$ cat config.mk
export PLATFORM = sky130hd
export DESIGN_NAME = ebgp_port
export DESIGN_NICKNAME = d
export VERILOG_FILES = /design/src/core/ebgp_pkg.sv /design/src/core/ebgp_sync.sv /design/src/core/ebgp_port.sv
export SDC_FILE = /design/constraint.sdc
export NUM_CORES = 1
export LEC_CHECK = 0
export CORE_UTILIZATION = 35
export DETAILED_ROUTE_END_ITERATION = 7
export DONT_BUFFER_PORTS = 1
export SETUP_SLACK_MARGIN = 0.5
export SLEW_MARGIN = 20
export SYNTH_ARGS = -nofsm -noshare
export SYNTH_HDL_FRONTEND = slang
export SYNTH_SLANG_ARGS = --single-unit
export TNS_END_PERCENT = 1
$ cat constraint.sdc
create_clock -name clk_i -period 5.4 [get_ports clk_i]
set_input_delay 1.08 -clock clk_i [delete_from_list [all_inputs] [get_ports clk_i]]
set_output_delay 1.08 -clock clk_i [all_outputs]
set_load 0.005 [all_outputs]
$ cat src/core/ebgp_pkg.sv
// Package: register map, field layout and reset values of the GPIO port
package ebgp_pkg;

    // Bus and port widths
    localparam int unsigned ADDR_W  = 8;
    localparam int unsigned DATA_W  = 32;
    localparam int unsigned PORT_W  = 8;

    // Register byte offsets (one aligned word each)
    localparam logic [7:0] OFS_PIN_LEVELS    = 8'h00;
    localparam logic [7:0] OFS_DIRECTION     = 8'h04;
    localparam logic [7:0] OFS_OUTPUT_LATCH  = 8'h08;
    localparam logic [7:0] OFS_ANALOG_CTRL   = 8'h0C;
    localparam logic [7:0] OFS_COMPARATOR    = 8'h10;

    // Reset values
    localparam logic [7:0] RST_DIRECTION     = 8'hFF;
    localparam logic [7:0] RST_OUTPUT_LATCH  = 8'h00;
    localparam logic [4:0] RST_ANALOG_SEL    = 5'h1F;
    localparam logic [2:0] RST_COMPARATOR    = 3'h0;

    // Analog select field: one bit per analog-capable pin
    localparam int unsigned AN_PIN0 = 0;
    localparam int unsigned AN_PIN1 = 1;
    localparam int unsigned AN_PIN2 = 2;
    localparam int unsigned AN_PIN3 = 3;
    localparam int unsigned AN_PIN5 = 4;

    // Comparator control field positions
    localparam int unsigned CMP_INPUTS_EN  = 0;
    localparam int unsigned CMP_ONE_OUT   = 1;
    localparam int unsigned CMP_TWO_OUT   = 2;

    // Pin indices of shared functions
    localparam int unsigned PIN_FOUR  = 4;
    localparam int unsigned PIN_FIVE  = 5;
    localparam int unsigned PIN_SIX   = 6;
    localparam int unsigned PIN_SEVEN = 7;

    // Bus response codes
    localparam logic [1:0] RESP_OKAY   = 2'h0;
    localparam logic [1:0] RESP_SLVERR = 2'h2;

    // Pad drive pair for the whole port
    typedef struct packed {
        logic [PORT_W-1:0] level;
        logic [PORT_W-1:0] oe;
    } ebgp_pad_t;

    // Synchroniser state
    typedef struct packed {
        logic [PORT_W-1:0] stage1;
        logic [PORT_W-1:0] stage2;
    } ebgp_sync_t;

    // Whole register and bus state of the port
    typedef struct packed {
        logic [PORT_W-1:0] direction;
        logic [PORT_W-1:0] output_latch;
        logic [4:0]        analog_sel;
        logic [2:0]        comparator_control;
        logic              osc_mode;
        logic              osc_caught;
        logic              aw_held;
        logic [ADDR_W-1:0] awaddr;
        logic              w_held;
        logic [DATA_W-1:0] wdata;
        logic [3:0]        wstrb;
        logic              bvalid;
        logic [1:0]        bresp;
        logic              rvalid;
        logic [DATA_W-1:0] rdata;
        logic [1:0]        rresp;
        ebgp_pad_t         pad;
    } ebgp_state_t;

endpackage

$ cat src/core/ebgp_sync.sv
// Two-stage synchroniser for the port's pin inputs
`timescale 1ns/1ps
module ebgp_sync (
    input  wire logic                     clk_i,
    input  wire logic                     rst_i,
    input  wire logic [ebgp_pkg::PORT_W-1:0] pins_i,
    output logic      [ebgp_pkg::PORT_W-1:0] pins_o
);
    import ebgp_pkg::*;

    ebgp_sync_t state;
    ebgp_sync_t next_state;

    // First stage feeds only the second stage
    always_comb begin
        next_state.stage1 = pins_i;
        next_state.stage2 = state.stage1;
    end

    always_ff @(posedge clk_i or posedge rst_i) begin
        if (rst_i) begin
            state <= '0;
        end else begin
            state <= next_state;
        end
    end

    assign pins_o = state.stage2;
endmodule

$ cat src/core/ebgp_port.sv
// Eight-bit GPIO port with AXI4-Lite register access and shared pins
//
// Notes on behaviour
// Eight independent pins, three registers each
// Direction one turns driver off, input
// Direction zero drives pin from latch
// Pin register reads pins, writes latch
// Latch register reads back latched value
// Top two pins oscillator or I/O
// Oscillator pins read zero in all registers
// Pin four shares timer clock, comparator
// Analog control selects analog on pins
// Comparators claim pins zero to five
// Reset: analog pins read zero, three digital
// Direction still gates drivers on analog pins
// Enabled peripheral takes over its pin
// Single-edge writes, synchronised pin reads
`timescale 1ns/1ps
module ebgp_port (
    input  wire logic                        clk_i,
    input  wire logic                        rst_i,
    // AXI4-Lite slave
    input  wire logic [ebgp_pkg::ADDR_W-1:0] s_axi_awaddr_i,
    input  wire logic                        s_axi_awvalid_i,
    output logic                             s_axi_awready_o,
    input  wire logic [ebgp_pkg::DATA_W-1:0] s_axi_wdata_i,
    input  wire logic [3:0]                  s_axi_wstrb_i,
    input  wire logic                        s_axi_wvalid_i,
    output logic                             s_axi_wready_o,
    output logic      [1:0]                  s_axi_bresp_o,
    output logic                             s_axi_bvalid_o,
    input  wire logic                        s_axi_bready_i,
    input  wire logic [ebgp_pkg::ADDR_W-1:0] s_axi_araddr_i,
    input  wire logic                        s_axi_arvalid_i,
    output logic                             s_axi_arready_o,
    output logic      [ebgp_pkg::DATA_W-1:0] s_axi_rdata_o,
    output logic      [1:0]                  s_axi_rresp_o,
    output logic                             s_axi_rvalid_o,
    input  wire logic                        s_axi_rready_i,
    // Non-volatile oscillator selection: 1 = top pins are oscillator
    input  wire logic                        osc_config_i,
    // Peripheral sharing
    input  wire logic                        comparator_one_output_i,
    input  wire logic                        comparator_two_output_i,
    output logic                             timer_ext_clock_in_o,
    output logic      [4:0]                  analog_select_o,
    output logic      [2:0]                  comparator_control_o,
    // Package pins
    input  wire logic [ebgp_pkg::PORT_W-1:0] pad_in_i,
    output logic      [ebgp_pkg::PORT_W-1:0] pad_out_o,
    output logic      [ebgp_pkg::PORT_W-1:0] pad_oe_o
);
    import ebgp_pkg::*;

    ebgp_state_t        state;
    ebgp_state_t        next_state;
    logic [PORT_W-1:0]  pins_sync;
    logic [PORT_W-1:0]  analog_pins;
    logic [PORT_W-1:0]  cmp_in_pins;
    logic [PORT_W-1:0]  osc_pins;
    logic [PORT_W-1:0]  digital_read;
    logic [PORT_W-1:0]  dir_view;
    logic [PORT_W-1:0]  latch_view;
    logic               aw_take;
    logic               w_take;
    logic               ar_take;
    logic               have_aw;
    logic               have_w;
    logic [ADDR_W-1:0]  wr_addr;
    logic [DATA_W-1:0]  wr_data;
    logic [3:0]         wr_strb;

    // Pin levels pass two flops before software sees them
    ebgp_sync u_sync (
        .clk_i  (clk_i),
        .rst_i  (rst_i),
        .pins_i (pad_in_i),
        .pins_o (pins_sync)
    );

    // Pins claimed by analog, comparator inputs or the oscillator
    always_comb begin
        analog_pins            = '0;
        analog_pins[0]         = state.analog_sel[AN_PIN0];
        analog_pins[1]         = state.analog_sel[AN_PIN1];
        analog_pins[2]         = state.analog_sel[AN_PIN2];
        analog_pins[3]         = state.analog_sel[AN_PIN3];
        analog_pins[PIN_FIVE]  = state.analog_sel[AN_PIN5];
        cmp_in_pins            = '0;
        cmp_in_pins[3:0]       = {4{state.comparator_control[CMP_INPUTS_EN]}};
        osc_pins               = '0;
        osc_pins[PIN_SIX]      = state.osc_mode;
        osc_pins[PIN_SEVEN]    = state.osc_mode;
    end

    // Claimed pins read as zero on the digital path
    assign digital_read = pins_sync & ~(analog_pins | cmp_in_pins | osc_pins);
    // Oscillator pins hide their direction and latch bits
    assign dir_view     = state.direction & ~osc_pins;
    assign latch_view   = state.output_latch & ~osc_pins;

    // Channel handshakes; one write and one read in flight at most
    assign aw_take = s_axi_awvalid_i & ~state.aw_held & ~state.bvalid;
    assign w_take  = s_axi_wvalid_i & ~state.w_held & ~state.bvalid;
    assign ar_take = s_axi_arvalid_i & ~state.rvalid;
    assign have_aw = state.aw_held | aw_take;
    assign have_w  = state.w_held | w_take;
    assign wr_addr = state.aw_held ? state.awaddr : s_axi_awaddr_i;
    assign wr_data = state.w_held ? state.wdata : s_axi_wdata_i;
    assign wr_strb = state.w_held ? state.wstrb : s_axi_wstrb_i;

    // Next-state logic for registers, bus channels and pads
    always_comb begin
        next_state = state;

        // Oscillator selection is caught once after reset release
        if (!state.osc_caught) begin
            next_state.osc_caught = 1'b1;
            next_state.osc_mode   = osc_config_i;
        end

        // Hold an address or data beat that arrived alone
        if (aw_take) begin
            next_state.aw_held = 1'b1;
            next_state.awaddr  = s_axi_awaddr_i;
        end
        if (w_take) begin
            next_state.w_held = 1'b1;
            next_state.wdata  = s_axi_wdata_i;
            next_state.wstrb  = s_axi_wstrb_i;
        end

        // Write commits on the single edge that raises bvalid
        if (have_aw && have_w) begin
            next_state.aw_held = 1'b0;
            next_state.w_held  = 1'b0;
            next_state.bvalid  = 1'b1;
            next_state.bresp   = RESP_OKAY;
            case (wr_addr)
                OFS_PIN_LEVELS, OFS_OUTPUT_LATCH: begin
                    // Pin writes land in the latch, never on pins
                    if (wr_strb[0]) begin
                        next_state.output_latch = wr_data[PORT_W-1:0];
                    end
                end
                OFS_DIRECTION: begin
                    if (wr_strb[0]) begin
                        next_state.direction = wr_data[PORT_W-1:0];
                    end
                end
                OFS_ANALOG_CTRL: begin
                    if (wr_strb[0]) begin
                        next_state.analog_sel = wr_data[4:0];
                    end
                end
                OFS_COMPARATOR: begin
                    if (wr_strb[0]) begin
                        next_state.comparator_control = wr_data[2:0];
                    end
                end
                default: begin
                    next_state.bresp = RESP_SLVERR;
                end
            endcase
        end else if (state.bvalid && s_axi_bready_i) begin
            next_state.bvalid = 1'b0;
        end

        // Read answers one cycle after the address is taken
        if (ar_take) begin
            next_state.rvalid = 1'b1;
            next_state.rresp  = RESP_OKAY;
            next_state.rdata  = '0;
            case (s_axi_araddr_i)
                OFS_PIN_LEVELS: begin
                    next_state.rdata[PORT_W-1:0] = digital_read;
                end
                OFS_DIRECTION: begin
                    next_state.rdata[PORT_W-1:0] = dir_view;
                end
                OFS_OUTPUT_LATCH: begin
                    next_state.rdata[PORT_W-1:0] = latch_view;
                end
                OFS_ANALOG_CTRL: begin
                    next_state.rdata[4:0] = state.analog_sel;
                end
                OFS_COMPARATOR: begin
                    next_state.rdata[2:0] = state.comparator_control;
                end
                default: begin
                    next_state.rresp = RESP_SLVERR;
                end
            endcase
        end else if (state.rvalid && s_axi_rready_i) begin
            next_state.rvalid = 1'b0;
        end

        // Default pad drive: latch out, driver on while direction is zero.
        // Direction gates analog pins too; software keeps them inputs.
        next_state.pad.level = next_state.output_latch;
        next_state.pad.oe    = ~next_state.direction;

        // Comparator outputs take over pins four and five
        if (next_state.comparator_control[CMP_ONE_OUT]) begin
            next_state.pad.level[PIN_FOUR] = comparator_one_output_i;
            next_state.pad.oe[PIN_FOUR]    = 1'b1;
        end
        if (next_state.comparator_control[CMP_TWO_OUT]) begin
            next_state.pad.level[PIN_FIVE] = comparator_two_output_i;
            next_state.pad.oe[PIN_FIVE]    = 1'b1;
        end

        // Oscillator owns the top pins; port never drives them
        if (next_state.osc_mode) begin
            next_state.pad.level[PIN_SEVEN:PIN_SIX] = 2'h0;
            next_state.pad.oe[PIN_SEVEN:PIN_SIX]    = 2'h0;
        end
    end

    // Single state register; reset leaves pins as inputs
    always_ff @(posedge clk_i or posedge rst_i) begin
        if (rst_i) begin
            state                    <= '0;
            state.direction          <= RST_DIRECTION;
            state.output_latch       <= RST_OUTPUT_LATCH;
            state.analog_sel         <= RST_ANALOG_SEL;
            state.comparator_control <= RST_COMPARATOR;
            state.pad.oe             <= '0;
        end else begin
            state <= next_state;
        end
    end

    // Ready signals are combinational from the held state
    assign s_axi_awready_o = ~state.aw_held & ~state.bvalid;
    assign s_axi_wready_o  = ~state.w_held & ~state.bvalid;
    assign s_axi_arready_o = ~state.rvalid;
    assign s_axi_bvalid_o  = state.bvalid;
    assign s_axi_bresp_o   = state.bresp;
    assign s_axi_rvalid_o  = state.rvalid;
    assign s_axi_rdata_o   = state.rdata;
    assign s_axi_rresp_o   = state.rresp;

    // Timer clock sees pin four's synchronised level
    assign timer_ext_clock_in_o = pins_sync[PIN_FOUR];
    assign analog_select_o      = state.analog_sel;
    assign comparator_control_o = state.comparator_control;

    // Pads come straight from flops
    assign pad_out_o = state.pad.level;
    assign pad_oe_o  = state.pad.oe;
endmodule

# --- Word level (Yosys, flattened, before mapping) ---
# Cells that the tools add are included.
# Widths: inputs -> output; s select.
totals:
  regBits: 118
  in_bits: 70
  out_inout_bits: 66
  word_cells: 96
classes:
  n_eq_ne: 8
  n_mux: 32
  bitwise_logic: 21
  reduce_logical: 14
ops:
  columns: ["cell", "n"]
  rows:
  - ["$mux 8", 6]
  - ["$mux 37", 1]
  - ["$eq 8x4->1 const B", 4]
  - ["$and 8x8->8", 3]
  - ["$mux 24", 1]
  - ["$not 8->8", 3]
  - ["$eq 8x3->1 const B", 2]
  - ["$eq 8x5->1 const B", 2]
  - ["$logic_not 8->1", 2]
  - ["$pmux 3 s5", 1]
  - ["$mux 1", 11]
  - ["$mux 2", 5]
  - ["$mux 5", 2]
  - ["$reduce_or 5->1", 2]
  - ["$mux 9", 1]
  - ["$pmux 3 s3", 1]
  - ["$or 6x8->8", 1]
  - ["$pmux 2 s4", 1]
  - ["$reduce_bool 2->1", 4]
  - ["$and 1x1->1", 7]
  - ["$mux 3", 2]
  - ["$or 6x4->6", 1]
  - ["$reduce_and 3->1", 2]
  - ["$not 1->1", 4]
  - ["other kinds (3)", 6]

# --- Longest topological paths before layout ---
logic_depth:
  depth_word: 8
  mapped_depth: 7
  ltp_nobuf: 5

# --- Modules after synthesis ---
# From an unflattened synthesis, not the netlist that was laid out.
hier_totals:
  cells_unflattened: 311
  hier_area_um2: 3965.1
by_module_without_submodules:
  columns: ["mod", "n_inst", "cells_per_inst", "area_per_inst_um2", "seq_area_each_um2"]
  rows:
  - ["ebgp_port", 1, 294, 3560.9, 1742.9]
  - ["ebgp_sync", 1, 17, 404.1, 400.4]

# --- Worst setup path after synthesis ---
# No wires, ideal clock.
synth_path:
  path_type: "input -> register"
  from: "in s_axi_awaddr_i[0] in the netlist's numbering"
  to: "reg state, in the netlist pad_out_o[4]"
  setup_ns: 0.125
  arrival_ns: 2.607
  required_ns: 5.275
  setup_slack_ns: 2.668
  path_stages: 5
  n_path_buf: 0
  cell_sequence: "or4_4 > o22ai_4 > o2111ai_2 > mux2i_1 > mux2_2"
synth_lines:
  columns: ["item", "line", "rtl"]
  rows:
  - ["from (decl)", "ebgp_port.sv:23", "input wire logic [ebgp_pkg::ADDR_W-1:0] s_axi_awaddr_i,"]
  - ["to (signal assigned)", "ebgp_port.sv:230", "state <= next_state;"]
  - ["to (decl)", "ebgp_port.sv:55", "ebgp_state_t state;"]

==> flow_summary.yaml <==
status:
  outcome: "finished clean"
timing:
  rsz0062_at_grt: "no"
  relSlewSlack: 0.469
  setup_slack_ps: 2720
  worstMarginPinSlew_ps: 793
  hold_viol: 0
  fin_crit_sh: 0.497
  clock_skew_ps: 7.03
  fin_setup_tns_ps: 0
  setup_violations: 0
  period_needed_ps: 2680
  max_clock_freq_ghz: 0.373
  drv_slew: 0
place:
  io_buffers: 0
  dpl.hpwl_mm: 5.61
  place_ws_ps: 2340
  place_inst: 410
  gp_congestion: 0.705
grt:
  grt_pass1_vias: 2203
  antenna_found_initial: 0
  grt_max_degree: 47
  grt_pass1_wl_mm: 12.2
  track_usage: 0.148
  grt-ovfl-total: 0
setup_path:
  cp_data_arrival_time_ps: 2940
  endpoint_kind: "flop"
  crit_type: "reg -> reg"
  critPathMaxStageDelay_ps: 760
  r2r_slack_ps: 2720
  slowest_stage: "dfrtp_1"
  critical_path_required_ps: 5660
  crit_path_max_fanout: 13
  crit_path_start_kind: "flop"
  cp_cell_sequence: "nand2_1 -> a211oi_2 -> o2111ai_2 -> mux2i_1 -> mux2_2"
  ff2ff_path_depth: 5
synth:
  synth_top_family_by_area: "multiplexers"
  synth_flop_cell: "dfrtp_1"
  synth_edf_count: 0
  synthTopCellsByArea: "dfrtp_1, mux2_2, buf_4"
  synthSimpleGateAreaFrac: 0.0742
  synth.avg_cell_area_um2: 12.6
  syn_inst: 312
  synth_xor_area_frac: 0
  synth_seq_cells: 85
  yosysTopAreaCell: "dfrtp_1"
  synth_top_area_frac: 0.459
  synth_fa_ha_area_frac: 0
  synth.cell_area_mm2: 0.00393
  synth_mux_area_frac: 0.181
  yosys_warnings: 0
  yosysSeqAreaShare: 0.546
  synth.distinct_cells: 44
  synth-compound-area-share: 0.0653
  async_flop_share: 1.00
layout:
  syn_to_final_growth_pct: 0.255
  num-nets-final: 351
  num_antenna_cells: 0
  multi_input_area_mm2: 0.00136
  regArea_mm2: 0.00214
  fill_cells: 1053
  fin_cells: 426
  drive_gt1_frac: 0.315
clock_network:
  ctsHoldBuffers: 0
  cts_setup_buffers: 0
  cts.reportedPaths.clkPinSlew_ps: 80
  htreeDepth: 3
  cts_made_buffers: 9
  cts_sinks: 85
  cts.path.max_buffers: 2
  cts_resized: 0
  cts_tree: "done"
  cts_root_buffer: "clkbuf_8"
  clock_latency_ps: 370
detailed_routing:
  drt_iter0_drc: 81
  wirelength_mm: 7.76
  routed-via-count: 2082
  drt-pass1-iter-count: 4
  topRoutingLayerUsed: "met4"
  wl_met2_mm: 3.62
  routedWlPerCell_um: 18.2
  drt-met1-wl_mm: 3.42
  wl_met3_um: 591
  vias_per_cell: 4.89
  drc_errors: 0
  drtAntennaViolNets: 0
power:
  p_per_area_mw_per_mm2: 422
  vdd_drop_max_uv: 265
  power.leakage_nw: 1.75
floorplan:
  initial_utilization: 0.361
  core_mm2: 0.0109
  die_width_um: 108
  ioPinCount: 136
  die_h_um: 108
  dieArea_mm2: 0.0116
  rows: 38
run:
  drv_cap: 0
min_path:
  holdPathStages: 0
  hp-class: "reg -> reg"
==> sequential cells by signal, summed over array words and instances (netlist names), 3 cells and up <==
name / cells
state: 32
pad_out_o: 8
pad_oe_o: 8
u_sync.next_state: 8
analog_select_o: 5
u_sync.pins_o: 8
comparator_control_o: 3
s_axi_rdata_o: 8
==> through the flow <==
| step | hold slack (ps) | power (mW) | instance area [um2] | util |
|---|---|---|---|---|
| final | 352 | 1.66 | 3940 | 0.362 |
| after global routing | 365 | 1.77 | 3940 | 0.362 |
| after CTS | 355 | 1.69 | 3940 | 0.362 |
| after detailed placement | 335 | 1.20 | 3720 | 0.342 |
| after global placement | 333 | 1.18 | 3720 | 0.342 |
| after floorplan | 331 | 1.17 | 4020 | - |
==> kinds of logic (layout without fill, tap and decap cells) <==
logic type / count (synthesis) / in the layout
multiplexers: 61 / 61
buffers and inverters: 78 / 27
AND/OR/NAND/NOR: 51 / 51
other: 2 / 27
flip-flops: 85 / 85
AO/OA/AOI/OAI: 35 / 35
==> layout make-up <==
cell class,instances,area share
tap,140,0.0445
clock buffer,9,0.0315
clock inverter,7,0.0229
inverter,10,0.00985
sequential,85,0.544
multi-input combinational,174,0.345
timing repair buffer,1,0.00191
==> path summary, 6_finish.rpt <==
path,startpoint,end
setup / recovery,state[90],pad_out_o[4]
hold / removal,u_sync.next_state[6],u_sync.pins_o[6]
setup reg to reg,state[90],pad_out_o[4]
hold reg to reg,u_sync.next_state[6],u_sync.pins_o[6]
max in group asynchronous,rst_i,comparator_control_o[1]
min in group asynchronous,rst_i,state[63]
==> synthesized netlist by cell type, types with 2 or more instances <==
cell type and n:
nor3_1 4, mux2_2 49, conb_1 2, a21oi_1 6, dfrtp_1 72, nor2_1 8
nand2_1 18, mux4_2 3, inv_1 10, o31ai_1 2, buf_4 60, nand3b_1 2
clkbuf_1 6, nor2b_1 5, mux2i_1 9, a22o_1 2, dfstp_2 13, o21ai_0 10
and2_1 2, a22oi_1 4, nor3b_1 2
==> critical path: cells and delay by family, from the launching register on <==
family           cells  cell delay (ps)
flip-flops           1              760
AND/OR/NAND/NOR      1              170
multiplexers         2              800
AO/OA/AOI/OAI        2              850
==> placed cells by master, fill, tap and decap left out, drive strengths merged, types with 4 or more instances in the layout <==
| master | instances |
|---|---|
| o21ai | 10 |
| dfrtp | 72 |
| inv | 9 |
| clkbuf | 9 |
| a21oi | 6 |
| nor3 | 4 |
| dfstp | 13 |
| nor2 | 8 |
| nor2b | 5 |
| a22oi | 4 |
| mux2i | 9 |
| clkinv | 4 |
| mux2 | 49 |
| nand2 | 18 |
| conb | 27 |
==> routing by layer <==
layer | up-vias | GRT usage
met5 | - | 0
met4 | 0 | 0.0636
met3 | 13 | 0.0615
met2 | 97 | 0.227
met1 | 1039 | 0.184
li1 | 933 | -
==> where the power goes <==
group	switching [mW]	internal (mW)	leakage (nW)
clock	0.230	0.258	0.105
sequential	0.109	0.766	1.01
combinational	0.141	0.160	0.634
No activity file was read; power rests on OpenSTA's default activity.
